`config.mk`:
```
export PLATFORM = sky130hd
export DESIGN_NAME = scan_shifter_signature_counter
export DESIGN_NICKNAME = d
export VERILOG_FILES = /design/src/rtl/scan_shifter_pkg.sv /design/src/rtl/scan_shifter_signature_counter.sv
export VERILOG_INCLUDE_DIRS = /design/src /design/src/rtl
export SDC_FILE = /design/constraint.sdc
export NUM_CORES = 1
export LEC_CHECK = 0
export ABC_AREA = 1
export BUFFER_PORTS_ARGS = -buffer_cell sky130_fd_sc_hd__buf_2
export CAP_MARGIN = 20
export CORE_AREA = 2 2 165 167
export DETAILED_ROUTE_END_ITERATION = 12
export DIE_AREA = 0 0 167 169
export HOLD_SLACK_MARGIN = 0.15
export MAX_ROUTING_LAYER = met4
export PLACE_DENSITY_LB_ADDON = 0.2
export SKIP_LAST_GASP = 1
export SLEW_MARGIN = 20
export SYNTH_ARGS = -nofsm -noshare
export SYNTH_HDL_FRONTEND = slang
export SYNTH_SLANG_ARGS = --single-unit
```
`constraint.sdc`:
```
create_clock -name clk_sys -period 6.2 [get_ports clk_sys]
set_input_delay 0.31 -clock clk_sys [delete_from_list [all_inputs] [get_ports clk_sys]]
set_output_delay 0.31 -clock clk_sys [all_outputs]
set_load 0.1 [all_outputs]
```
`src/rtl/scan_shifter_regs.svh`:
```
// Register offsets, field positions and constants of the scan shifter.
`ifndef SCAN_SHIFTER_REGS_SVH
`define SCAN_SHIFTER_REGS_SVH
`define OFS_CFG0 12'h000
`define OFS_CFG1 12'h004
`define OFS_CFG2 12'h008
`define OFS_ENAB 12'h00c
`define OFS_TDO 12'h010
`define OFS_TDI 12'h014
`define OFS_CNT 12'h018
`define OFS_STAT 12'h01c
`define OFS_SEG0 12'h020
`define OFS_SEG3 12'h02c
`define CFG0_LOOP 0
`define CFG1_SSC 3
`define CFG1_PATTERN_GENERATOR 4
`define CFG2_SRST 1
`define PATTERN_GENERATOR_BYTES 3'h4
`define SSC_BYTES 2'h2
`define SSC_POLY 16'h100b
`define CNT_RESET 32'h0000_0000
`endif

```
`src/rtl/scan_shifter_pkg.sv`:
```
// Types shared by the scan shifter design.
package scan_shifter_pkg;
	typedef enum logic [1:0] {
		LB_OFF = 2'h0,
		LB_TMS0 = 2'h1,
		LB_TMS1 = 2'h2,
		LB_TDO = 2'h3
	} loop_sel_t;
	typedef struct packed {
		logic stepMode;
		logic cntEn;
		logic tdiEn;
		logic tdoEn;
	} enables_t;
endpackage

```
`src/rtl/scan_shifter_signature_counter.sv`:
```
// Scan data shifters, signature compactor and cycle counter behind APB.
// Operation
// Seed pattern generator with four bytes, LSB first.
// Accept seed writes; hold shifting until seeded.
// Loop-around bit routes TDI to TDO.
// Host puts partial outgoing bits lowest.
// Terminal count ends shift, drops leftover bits.
// Incoming shifter samples TDI on rising edge.
// Incoming read only when full, signature off.
// Incoming writes only in signature mode.
// Incoming shifts when enabled, not full, running.
// Incoming registers alternate per byte or count.
// Incoming bits enter at the MSB end.
// Signature mode compacts with 16-bit polynomial.
// Signature seeded MSB first; blocks shift, reads.
// Leaving signature mode marks full, MSB first.
// Loop-back select feeds outgoing stream back in.
// Loop-back never stops clock or outgoing shifting.
// Counter is 32-bit, loadable when disabled.
// Four byte writes; other address restarts loading.
// Counter resets at terminal count and reset.
// Soft reset leaves the counter untouched.
// All four counter segments read live.
// Single step decrements once, scan clock idle.
// Counter never wraps below zero.
// Pattern generator uses 32-bit polynomial.
// TDO changes on shift clock falling edge.
// Partial byte after terminal count is readable.
//
// Design decisions made here: the APB interface to the registers and the address map.
`timescale 1ns/1ps
`include "scan_shifter_regs.svh"
module scan_shifter_signature_counter
	import scan_shifter_pkg::*;
(
	input wire logic clk_sys,
	input wire logic reset,
	input wire logic psel,
	input wire logic penable,
	input wire logic pwrite,
	input wire logic [11:0] paddr,
	input wire logic [31:0] pwdata,
	output logic [31:0] prdata,
	output logic pready,
	output logic pslverr,
	input wire logic sck,
	input wire logic tdi,
	input wire logic tms0Stream,
	input wire logic tms1Stream,
	output logic tdo,
	output logic tck
);
	logic sck1_q, sck2_q, sck3_q, tdi1_q, tdi2_q;
	logic [7:0] cfg0_q, cfg1_q;
	enables_t enab_q;
	logic stepArm_q;
	logic [31:0] cnt_q;
	logic [1:0] cntPtr_q;
	logic [7:0] tdoBuf_q [2];
	logic [1:0] tdoFull_q;
	logic tdoWrSel_q, tdoShSel_q;
	logic [31:0] lfsr_q;
	logic [2:0] seedPtr_q;
	logic [7:0] tdiBuf_q [2];
	logic [1:0] tdiFull_q;
	logic tdiInSel_q, tdiRdSel_q;
	logic [15:0] sig_q;
	logic [1:0] sigPtr_q;
	logic [2:0] bitCnt_q;
	logic tdoPin_q, tck_q, ssc_q, pattern_generator_q;

	wire acc = psel & penable;
	wire wr = acc & pwrite;
	wire rd = acc & ~pwrite;
	wire aCfg0 = paddr == `OFS_CFG0;
	wire aCfg1 = paddr == `OFS_CFG1;
	wire aCfg2 = paddr == `OFS_CFG2;
	wire aEnab = paddr == `OFS_ENAB;
	wire aTdo = paddr == `OFS_TDO;
	wire aTdi = paddr == `OFS_TDI;
	wire aCnt = paddr == `OFS_CNT;
	wire aStat = paddr == `OFS_STAT;
	wire aSeg = paddr >= `OFS_SEG0 && paddr <= `OFS_SEG3 &&
		paddr[1:0] == 2'h0;
	wire mapped = aCfg0 | aCfg1 | aCfg2 | aEnab | aTdo | aTdi | aCnt |
		aStat | aSeg;
	wire signature_compactor = cfg1_q[`CFG1_SSC];
	wire pattern_generator = cfg1_q[`CFG1_PATTERN_GENERATOR];
	wire loopAround = cfg0_q[`CFG0_LOOP];
	wire softRst = wr & aCfg2 & pwdata[`CFG2_SRST];
	wire intRst = reset | softRst;
	wire prpgStart = pattern_generator & ~pattern_generator_q;
	wire sscStart = signature_compactor & ~ssc_q;
	wire sscExit = ~signature_compactor & ssc_q;

	wire prpgSeeded = seedPtr_q == `PATTERN_GENERATOR_BYTES;
	wire sscSeeded = sigPtr_q == `SSC_BYTES;
	wire tdoHasData = pattern_generator ? prpgSeeded : tdoFull_q[tdoShSel_q];
	wire tdiRoom = signature_compactor ? sscSeeded : ~tdiFull_q[tdiInSel_q];
	wire cntOk = ~enab_q.cntEn | (cnt_q != `CNT_RESET);
	wire anyEn = enab_q.tdoEn | enab_q.tdiEn | enab_q.cntEn;
	// Loop-back selection is not a term here, so it never stalls the clock.
	wire shiftRun = anyEn & cntOk & ~stepArm_q &
		(~enab_q.tdoEn | tdoHasData) & (~enab_q.tdiEn | tdiRoom);
	wire rise = sck2_q & ~sck3_q;
	wire fall = ~sck2_q & sck3_q;
	wire doShift = rise & shiftRun;
	wire outShift = doShift & enab_q.tdoEn;
	wire inShift = doShift & enab_q.tdiEn;
	wire tcEvent = doShift & enab_q.cntEn & (cnt_q == 32'h1);
	wire byteDone = doShift & ((bitCnt_q == 3'h7) | tcEvent);
	wire step = rise & stepArm_q;

	wire tdoBit = pattern_generator ? lfsr_q[0] : tdoBuf_q[tdoShSel_q][bitCnt_q];
	wire prpgFb = lfsr_q[0] ^ lfsr_q[1] ^ lfsr_q[2] ^ lfsr_q[22];
	loop_sel_t lbSel;
	assign lbSel = loop_sel_t'(cfg1_q[1:0]);
	logic inBit;
	always_comb begin
		unique case (lbSel)
			LB_OFF: inBit = tdi2_q;
			LB_TMS0: inBit = tms0Stream;
			LB_TMS1: inBit = tms1Stream;
			LB_TDO: inBit = tdoPin_q;
		endcase
	end
	wire sigFb = sig_q[15] ^ inBit;
	wire [15:0] sigNext = {sig_q[14:0], 1'b0} ^
		(sigFb ? `SSC_POLY : 16'h0000);

	wire cntWrite = wr & aCnt;
	wire tdoWrOk = pattern_generator | ~tdoFull_q[tdoWrSel_q];
	wire tdoWrite = wr & aTdo & tdoWrOk;
	wire tdiWrite = wr & aTdi & signature_compactor & ~sscSeeded;
	wire tdiRdOk = ~signature_compactor & tdiFull_q[tdiRdSel_q];
	wire tdiRead = rd & aTdi & tdiRdOk;
	wire refused = (wr & aTdo & ~tdoWrOk) | (wr & aTdi & ~tdiWrite) |
		(rd & aTdi & ~tdiRdOk) | (wr & (aStat | aSeg));

	wire [7:0] statByte = {2'h0, prpgSeeded, sscSeeded, tdiFull_q,
		tdoFull_q};
	wire [7:0] segByte = cnt_q[{paddr[3:2], 3'h0} +: 8];
	wire [31:0] rdMux = aCfg0 ? {24'h0, cfg0_q} :
		aCfg1 ? {24'h0, cfg1_q} :
		aEnab ? {28'h0, enab_q} :
		aTdi ? {24'h0, tdiBuf_q[tdiRdSel_q]} :
		aCnt ? cnt_q :
		aStat ? {24'h0, statByte} :
		aSeg ? {24'h0, segByte} : 32'h0;

	assign pready = 1'b1;
	assign pslverr = acc & (~mapped | refused);
	assign prdata = (rd & mapped & ~refused) ? rdMux : 32'h0;
	assign tdo = loopAround ? tdi2_q : tdoPin_q;
	assign tck = tck_q;

	always_ff @(posedge clk_sys) begin
		sck1_q <= sck;
		sck2_q <= sck1_q;
		sck3_q <= sck2_q;
		tdi1_q <= tdi;
		tdi2_q <= tdi1_q;
	end

	always_ff @(posedge clk_sys) begin
		if (reset) begin
			cfg0_q <= 8'h00;
			cfg1_q <= 8'h00;
			enab_q <= '0;
			pattern_generator_q <= 1'b0;
			ssc_q <= 1'b0;
		end else begin
			if (wr & aCfg0)
				cfg0_q <= pwdata[7:0];
			if (wr & aCfg1)
				cfg1_q <= pwdata[7:0];
			if (wr & aEnab)
				enab_q <= enables_t'(pwdata[3:0]);
			pattern_generator_q <= pattern_generator;
			ssc_q <= signature_compactor;
		end
	end

	// Arming is cleared by the step itself; a new arm wins over the clear.
	always_ff @(posedge clk_sys) begin
		if (intRst)
			stepArm_q <= 1'b0;
		else if (wr & aEnab & pwdata[3])
			stepArm_q <= 1'b1;
		else if (step)
			stepArm_q <= 1'b0;
	end

	// Soft reset does not reach the counter; only the pin reset does.
	always_ff @(posedge clk_sys) begin
		if (reset) begin
			cnt_q <= `CNT_RESET;
			cntPtr_q <= 2'h0;
		end else if (cntWrite) begin
			cnt_q[{cntPtr_q, 3'h0} +: 8] <= pwdata[7:0];
			cntPtr_q <= cntPtr_q + 2'h1;
		end else begin
			if (wr)
				cntPtr_q <= 2'h0;
			if (((doShift & enab_q.cntEn) | step) & cnt_q != 32'h0)
				cnt_q <= cnt_q - 32'h1;
		end
	end

	always_ff @(posedge clk_sys) begin
		if (intRst)
			bitCnt_q <= 3'h0;
		else if (byteDone)
			bitCnt_q <= 3'h0;
		else if (doShift)
			bitCnt_q <= bitCnt_q + 3'h1;
	end

	always_ff @(posedge clk_sys) begin
		if (intRst) begin
			tdoFull_q <= 2'h0;
			tdoWrSel_q <= 1'b0;
			tdoShSel_q <= 1'b0;
		end else if (!pattern_generator) begin
			if (tdoWrite) begin
				tdoBuf_q[tdoWrSel_q] <= pwdata[7:0];
				tdoWrSel_q <= ~tdoWrSel_q;
			end
			if (tdoWrite && !(outShift && byteDone &&
				tdoShSel_q == tdoWrSel_q))
				tdoFull_q[tdoWrSel_q] <= 1'b1;
			if (outShift & byteDone) begin
				tdoFull_q[tdoShSel_q] <= 1'b0;
				tdoShSel_q <= ~tdoShSel_q;
			end
		end
	end

	always_ff @(posedge clk_sys) begin
		if (intRst) begin
			lfsr_q <= 32'h0;
			seedPtr_q <= 3'h0;
		end else if (prpgStart) begin
			seedPtr_q <= 3'h0;
		end else if (pattern_generator) begin
			if (tdoWrite && !prpgSeeded) begin
				lfsr_q[{seedPtr_q[1:0], 3'h0} +: 8] <= pwdata[7:0];
				seedPtr_q <= seedPtr_q + 3'h1;
			end else if (outShift) begin
				lfsr_q <= {prpgFb, lfsr_q[31:1]};
			end
		end
	end

	always_ff @(posedge clk_sys) begin
		if (reset) begin
			tdoPin_q <= 1'b1;
			tck_q <= 1'b0;
		end else begin
			if (fall & shiftRun & enab_q.tdoEn)
				tdoPin_q <= tdoBit;
			if (doShift)
				tck_q <= 1'b1;
			else if (fall)
				tck_q <= 1'b0;
		end
	end

	always_ff @(posedge clk_sys) begin
		if (intRst) begin
			tdiFull_q <= 2'h0;
			tdiInSel_q <= 1'b0;
			tdiRdSel_q <= 1'b0;
		end else if (sscExit) begin
			tdiBuf_q[0] <= sig_q[15:8];
			tdiBuf_q[1] <= sig_q[7:0];
			tdiFull_q <= 2'h3;
			tdiRdSel_q <= 1'b0;
			tdiInSel_q <= 1'b0;
		end else if (!signature_compactor) begin
			if (inShift) begin
				tdiBuf_q[tdiInSel_q] <=
					{inBit, tdiBuf_q[tdiInSel_q][7:1]};
				if (byteDone) begin
					tdiFull_q[tdiInSel_q] <= 1'b1;
					tdiInSel_q <= ~tdiInSel_q;
				end
			end
			if (tdiRead) begin
				tdiFull_q[tdiRdSel_q] <= 1'b0;
				tdiRdSel_q <= ~tdiRdSel_q;
			end
		end
	end

	always_ff @(posedge clk_sys) begin
		if (intRst) begin
			sig_q <= 16'h0;
			sigPtr_q <= 2'h0;
		end else if (sscStart) begin
			sigPtr_q <= 2'h0;
		end else if (tdiWrite) begin
			if (sigPtr_q == 2'h0)
				sig_q[15:8] <= pwdata[7:0];
			else
				sig_q[7:0] <= pwdata[7:0];
			sigPtr_q <= sigPtr_q + 2'h1;
		end else if (signature_compactor & inShift) begin
			sig_q <= sigNext;
		end
	end

	a_cnt_nowrap: assert property (@(posedge clk_sys) disable iff (reset)
		cnt_q == 32'h0 && !cntWrite |=> cnt_q == 32'h0)
		else $error("counter wrapped below zero");
	a_cnt_decrement: assert property (@(posedge clk_sys) disable iff (reset)
		doShift && enab_q.cntEn && cnt_q != 32'h0 && !cntWrite
		|=> cnt_q == $past(cnt_q) - 32'h1)
		else $error("counter did not decrement");
	a_seed_holds_shift: assert property (@(posedge clk_sys)
		disable iff (reset)
		pattern_generator && !prpgSeeded && enab_q.tdoEn |-> !doShift)
		else $error("shift before generator seeded");
	a_tdi_read_refused: assert property (@(posedge clk_sys)
		disable iff (reset)
		rd && aTdi && (signature_compactor || !tdiFull_q[tdiRdSel_q]) |-> pslverr)
		else $error("illegal incoming read accepted");
	a_tdi_write_ignored: assert property (@(posedge clk_sys)
		disable iff (reset)
		wr && aTdi && !signature_compactor && !sscExit |=> $stable(sig_q))
		else $error("incoming write outside signature mode");
	a_soft_keeps_cnt: assert property (@(posedge clk_sys)
		disable iff (reset)
		softRst && !step && !(doShift && enab_q.cntEn)
		|=> $stable(cnt_q))
		else $error("soft reset changed counter");
	a_step_no_tck: assert property (@(posedge clk_sys) disable iff (reset)
		stepArm_q |=> !$rose(tck_q))
		else $error("scan clock toggled in single step");
	a_ssc_exit_full: assert property (@(posedge clk_sys) disable iff (reset)
		sscExit && !softRst |=> tdiFull_q == 2'h3 && !tdiRdSel_q)
		else $error("signature not ready after exit");
	a_tc_switches: assert property (@(posedge clk_sys) disable iff (reset)
		tcEvent && enab_q.tdoEn && !pattern_generator && !softRst
		|=> tdoShSel_q != $past(tdoShSel_q))
		else $error("terminal count did not switch register");
	a_tdi_msb_entry: assert property (@(posedge clk_sys) disable iff (reset)
		inShift && !signature_compactor && !softRst && !sscExit
		|=> tdiBuf_q[$past(tdiInSel_q)][7] == $past(inBit))
		else $error("incoming bit not at top position");
endmodule

```
==> results.py <==
metrics = {
    "routing": {
        "finalWirelength_microns": 32100,
        "drcViolationCount": 0,
        "ant_nets": 0,
        "num_vias": 10400,
        "vias_per_cell": 5.22,
        "first_pass_iters": 6,
        "wl_per_cell_microns": 16.2,
        "drt_iter0_markers": 904,
    },
    "yosys": {
        "synth.avg_cell_area_sq_um": 6.51,
        "synth_edf_count": 32,
        "synth_seq_cells": 163,
        "synth_nets": 1675,
        "yosysSeqAreaShare": 0.343,
        "ys_warn_count": 0,
        "synth-main-ff-cell": "dfxtp_1",
        "netlist_instances": 1607,
        "synth_area_sq_um": 10500,
        "synthArstFlopShare": 0,
        "ys_types": 48,
    },
    "clocking": {
        "clk_latency_ns": 0.44,
        "h-tree-depth": 4,
        "cts.sinks": 163,
        "root_buffer": "clkbuf_16",
        "post_cts_resized": 0,
        "cts_tree": "done",
        "path_clk_slew_ns": 0.07,
        "cts.path.max_buffers": 2,
        "cts_buffers": 17,
    },
    "sta": {
        "final_max_slew_viol_count": 0,
        "hold_viol_final": 0,
        "rsz0062_at_grt": "false",
        "post-route-period-util": 0.582,
        "slew_headroom": 0.340,
        "tns_ns": 0,
        "finalWorstSetupSlack_ns": 2.59,
        "fmax_mhz": 277,
        "period_minus_slack_ns": 3.61,
        "tightestPinTransition_ns": 0.990,
        "setup_violations": 0,
        "worst_clock_skew_ns": 0.0150,
    },
    "place": {
        "place_area_sq_um": 10900,
        "gp_congestion": 0.953,
        "dp_hpwl_microns": 23000,
        "numPortBuffers": 63,
        "preCtsSetupSlack_ns": 2.60,
    },
    "floorplanning": {
        "rows": 60,
        "die_h_microns": 169,
        "die_w_microns": 167,
        "ios": 89,
        "die-area_sq_um": 28200,
        "core_sq_um": 26500,
        "start_util": 0.394,
    },
    "worst_setup_path": {
        "critPathKind": "in2out",
        "critPathMaxFanout": 25,
        "crit_buf_inv": 3,
        "path_cells": "buf_2, nand2_1, inv_1, nand3_2, nand2_1, nor2_2, nand3_1, nand2_1, nor2_4, nand2_2, nor2_1, buf_2",
        "cpPeakStageDelay_ns": 0.75,
        "critical_path.top_delay_family": "simple AND/OR/NAND/NOR gates",
        "crit_required_ns": 5.89,
        "arrival_ns": 3.30,
        "path_common_cell": "nand2_1",
        "critPathLaunchType": "input pin",
        "end_kind": "output port",
        "slowest_stage": "nor2_2",
    },
    "finish": {
        "design_area_sq_um": 11500,
        "drive_gt1_frac": 0.106,
        "fillCellCount": 2896,
        "num_antenna_cells": 0,
        "final_cell_mix": "nand2_1 (411), nor2_1 (216), inv_1 (172), dfxtp_1 (131), a21oi_1 (106)",
        "nets": 1698,
        "area_growth_pct": 10.1,
        "layout_commonest_cell": "nand2_1",
    },
    "grt": {
        "antenna_found_initial": 0,
        "grt.overflow.total": 0,
        "grt_pass1_wl_microns": 51500,
        "track_usage": 0.236,
        "grt_max_degree": 55,
        "grt_pass1_vias": 9404,
    },
    "flow_run": {
        "cap_violations": 0,
    },
    "min_path": {
        "hold_class": "in2reg",
    },
    "power_and_ir_drop": {
        "ir_drop_uv": 139,
        "leakagePower_nw": 5.04,
        "power.total_mw": 2.24,
        "power.density_nw_per_um2": 195,
    },
    "run_status": {
        "outcome": "finished, final reports clean",
    },
}
==> routing by layer <==
metal	GRT usage	part of all wire
met4	0.0648	0.020
met2	0.355	0.43
met3	0.0348	0.058
met1	0.332	0.49
met5	-	0
==> timing repair <==
action,in CTS,in global routing
hold endpoints to repair,2,0
hold buffers,2,0
buffers inserted,0,0
setup endpoints to repair,0,0
==> state kept, by name (all words and copies together) (netlist names), 2 cells and up, named ones only <==
name and flops:
tdiFull_q 2, enab_q 4, lfsr_q 32, cfg0_q 8, sig_q 16, cfg1_q 8
tdoFull_q 2, tdiBuf_q 16, cnt_q 32, cntPtr_q 2, tdoBuf_q 16, sigPtr_q 2
seedPtr_q 3, bitCnt_q 3
==> worst paths after layout <==
kind                startpoint              to  slack [ns]  cells after the start
setup / recovery      paddr[3]      prdata[22]        2.59                     12
hold / removal       pwdata[6]  tdoBuf_q[0][6]        0.32                      1
setup reg to reg  seedPtr_q[0]      lfsr_q[23]        2.68                      9
hold reg to reg         sck1_q          sck2_q        0.33                      0
==> cells in the mapped netlist (4+ instances only) <==
| library cell | count | share of area |
|---|---|---|
| nand2_1 | 411 | 0.15 |
| nor2_1 | 216 | 0.078 |
| inv_1 | 172 | 0.062 |
| dfxtp_1 | 131 | 0.25 |
| o21ai_0 | 107 | 0.051 |
| a21oi_1 | 106 | 0.051 |
| nand3_1 | 87 | 0.042 |
| nand4_1 | 47 | 0.028 |
| edfxtp_1 | 32 | 0.092 |
| clkbuf_1 | 31 | 0.011 |
| o22ai_1 | 26 | 0.016 |
| o21ai_1 | 25 | 0.012 |
| nor3_1 | 20 | 0.0096 |
| buf_2 | 17 | 0.0081 |
| ha_1 | 15 | 0.018 |
| xnor2_1 | 14 | 0.012 |
| inv_2 | 13 | 0.0047 |
| nand2_2 | 13 | 0.0078 |
| nand3b_1 | 12 | 0.0086 |
| nand2_4 | 11 | 0.012 |
| o211ai_1 | 11 | 0.0079 |
| clkinv_1 | 10 | 0.0036 |
| nor2_2 | 9 | 0.0054 |
| nor2_4 | 9 | 0.0097 |
| xor2_1 | 9 | 0.0075 |
| buf_4 | 8 | 0.0057 |
| nand3_2 | 7 | 0.0067 |
| buf_1 | 4 | 0.0014 |
==> logic make-up (layout without fill, tap and decap cells) <==
| kind of cell | Yosys count | count (layout) | synth area share |
|---|---|---|---|
| other | 1 | 1 | 0.000359 |
| AND/OR/NAND/NOR | 858 | 858 | 0.372 |
| adder cells (fa/ha/maj) | 15 | 15 | 0.0180 |
| XOR/XNOR | 23 | 23 | 0.0193 |
| buffers and inverters | 261 | 297 | 0.101 |
| AO/OA/AOI/OAI | 286 | 286 | 0.146 |
| flip-flops | 163 | 163 | 0.343 |
==> metrics by stage <==
stage	cells	utilization	hold slack, ns
6_report	1984	0.434	0.321
5_1_grt	1984	0.434	0.297
4_1_cts	1984	0.434	0.302
3_5_place_dp	1950	0.411	0.315
3_3_place_gp	1950	0.411	0.311
2_1_floorplan	1607	-	0.310
==> layout make-up <==
| type | count | area [sq um] | share of cell area |
|---|---|---|---|
| multi-input combinational | 1183 | 5820 | 0.505 |
| sequential | 163 | 3580 | 0.311 |
| timing repair buffer | 68 | 358 | 0.0311 |
| clock buffer | 17 | 425 | 0.0370 |
| inverter | 197 | 744 | 0.0647 |
| clock inverter | 15 | 153 | 0.0133 |
| tap | 341 | 427 | 0.0371 |
==> power breakdown <==
| group | leakage, nW | switching, mW | internal (mW) |
|---|---|---|---|
| logic | 3.40 | 0.0744 | 0.0228 |
| registers | 1.35 | 0.000822 | 1.08 |
| clock network | 0.287 | 0.498 | 0.568 |
No activity file was read; power rests on OpenSTA's default activity.
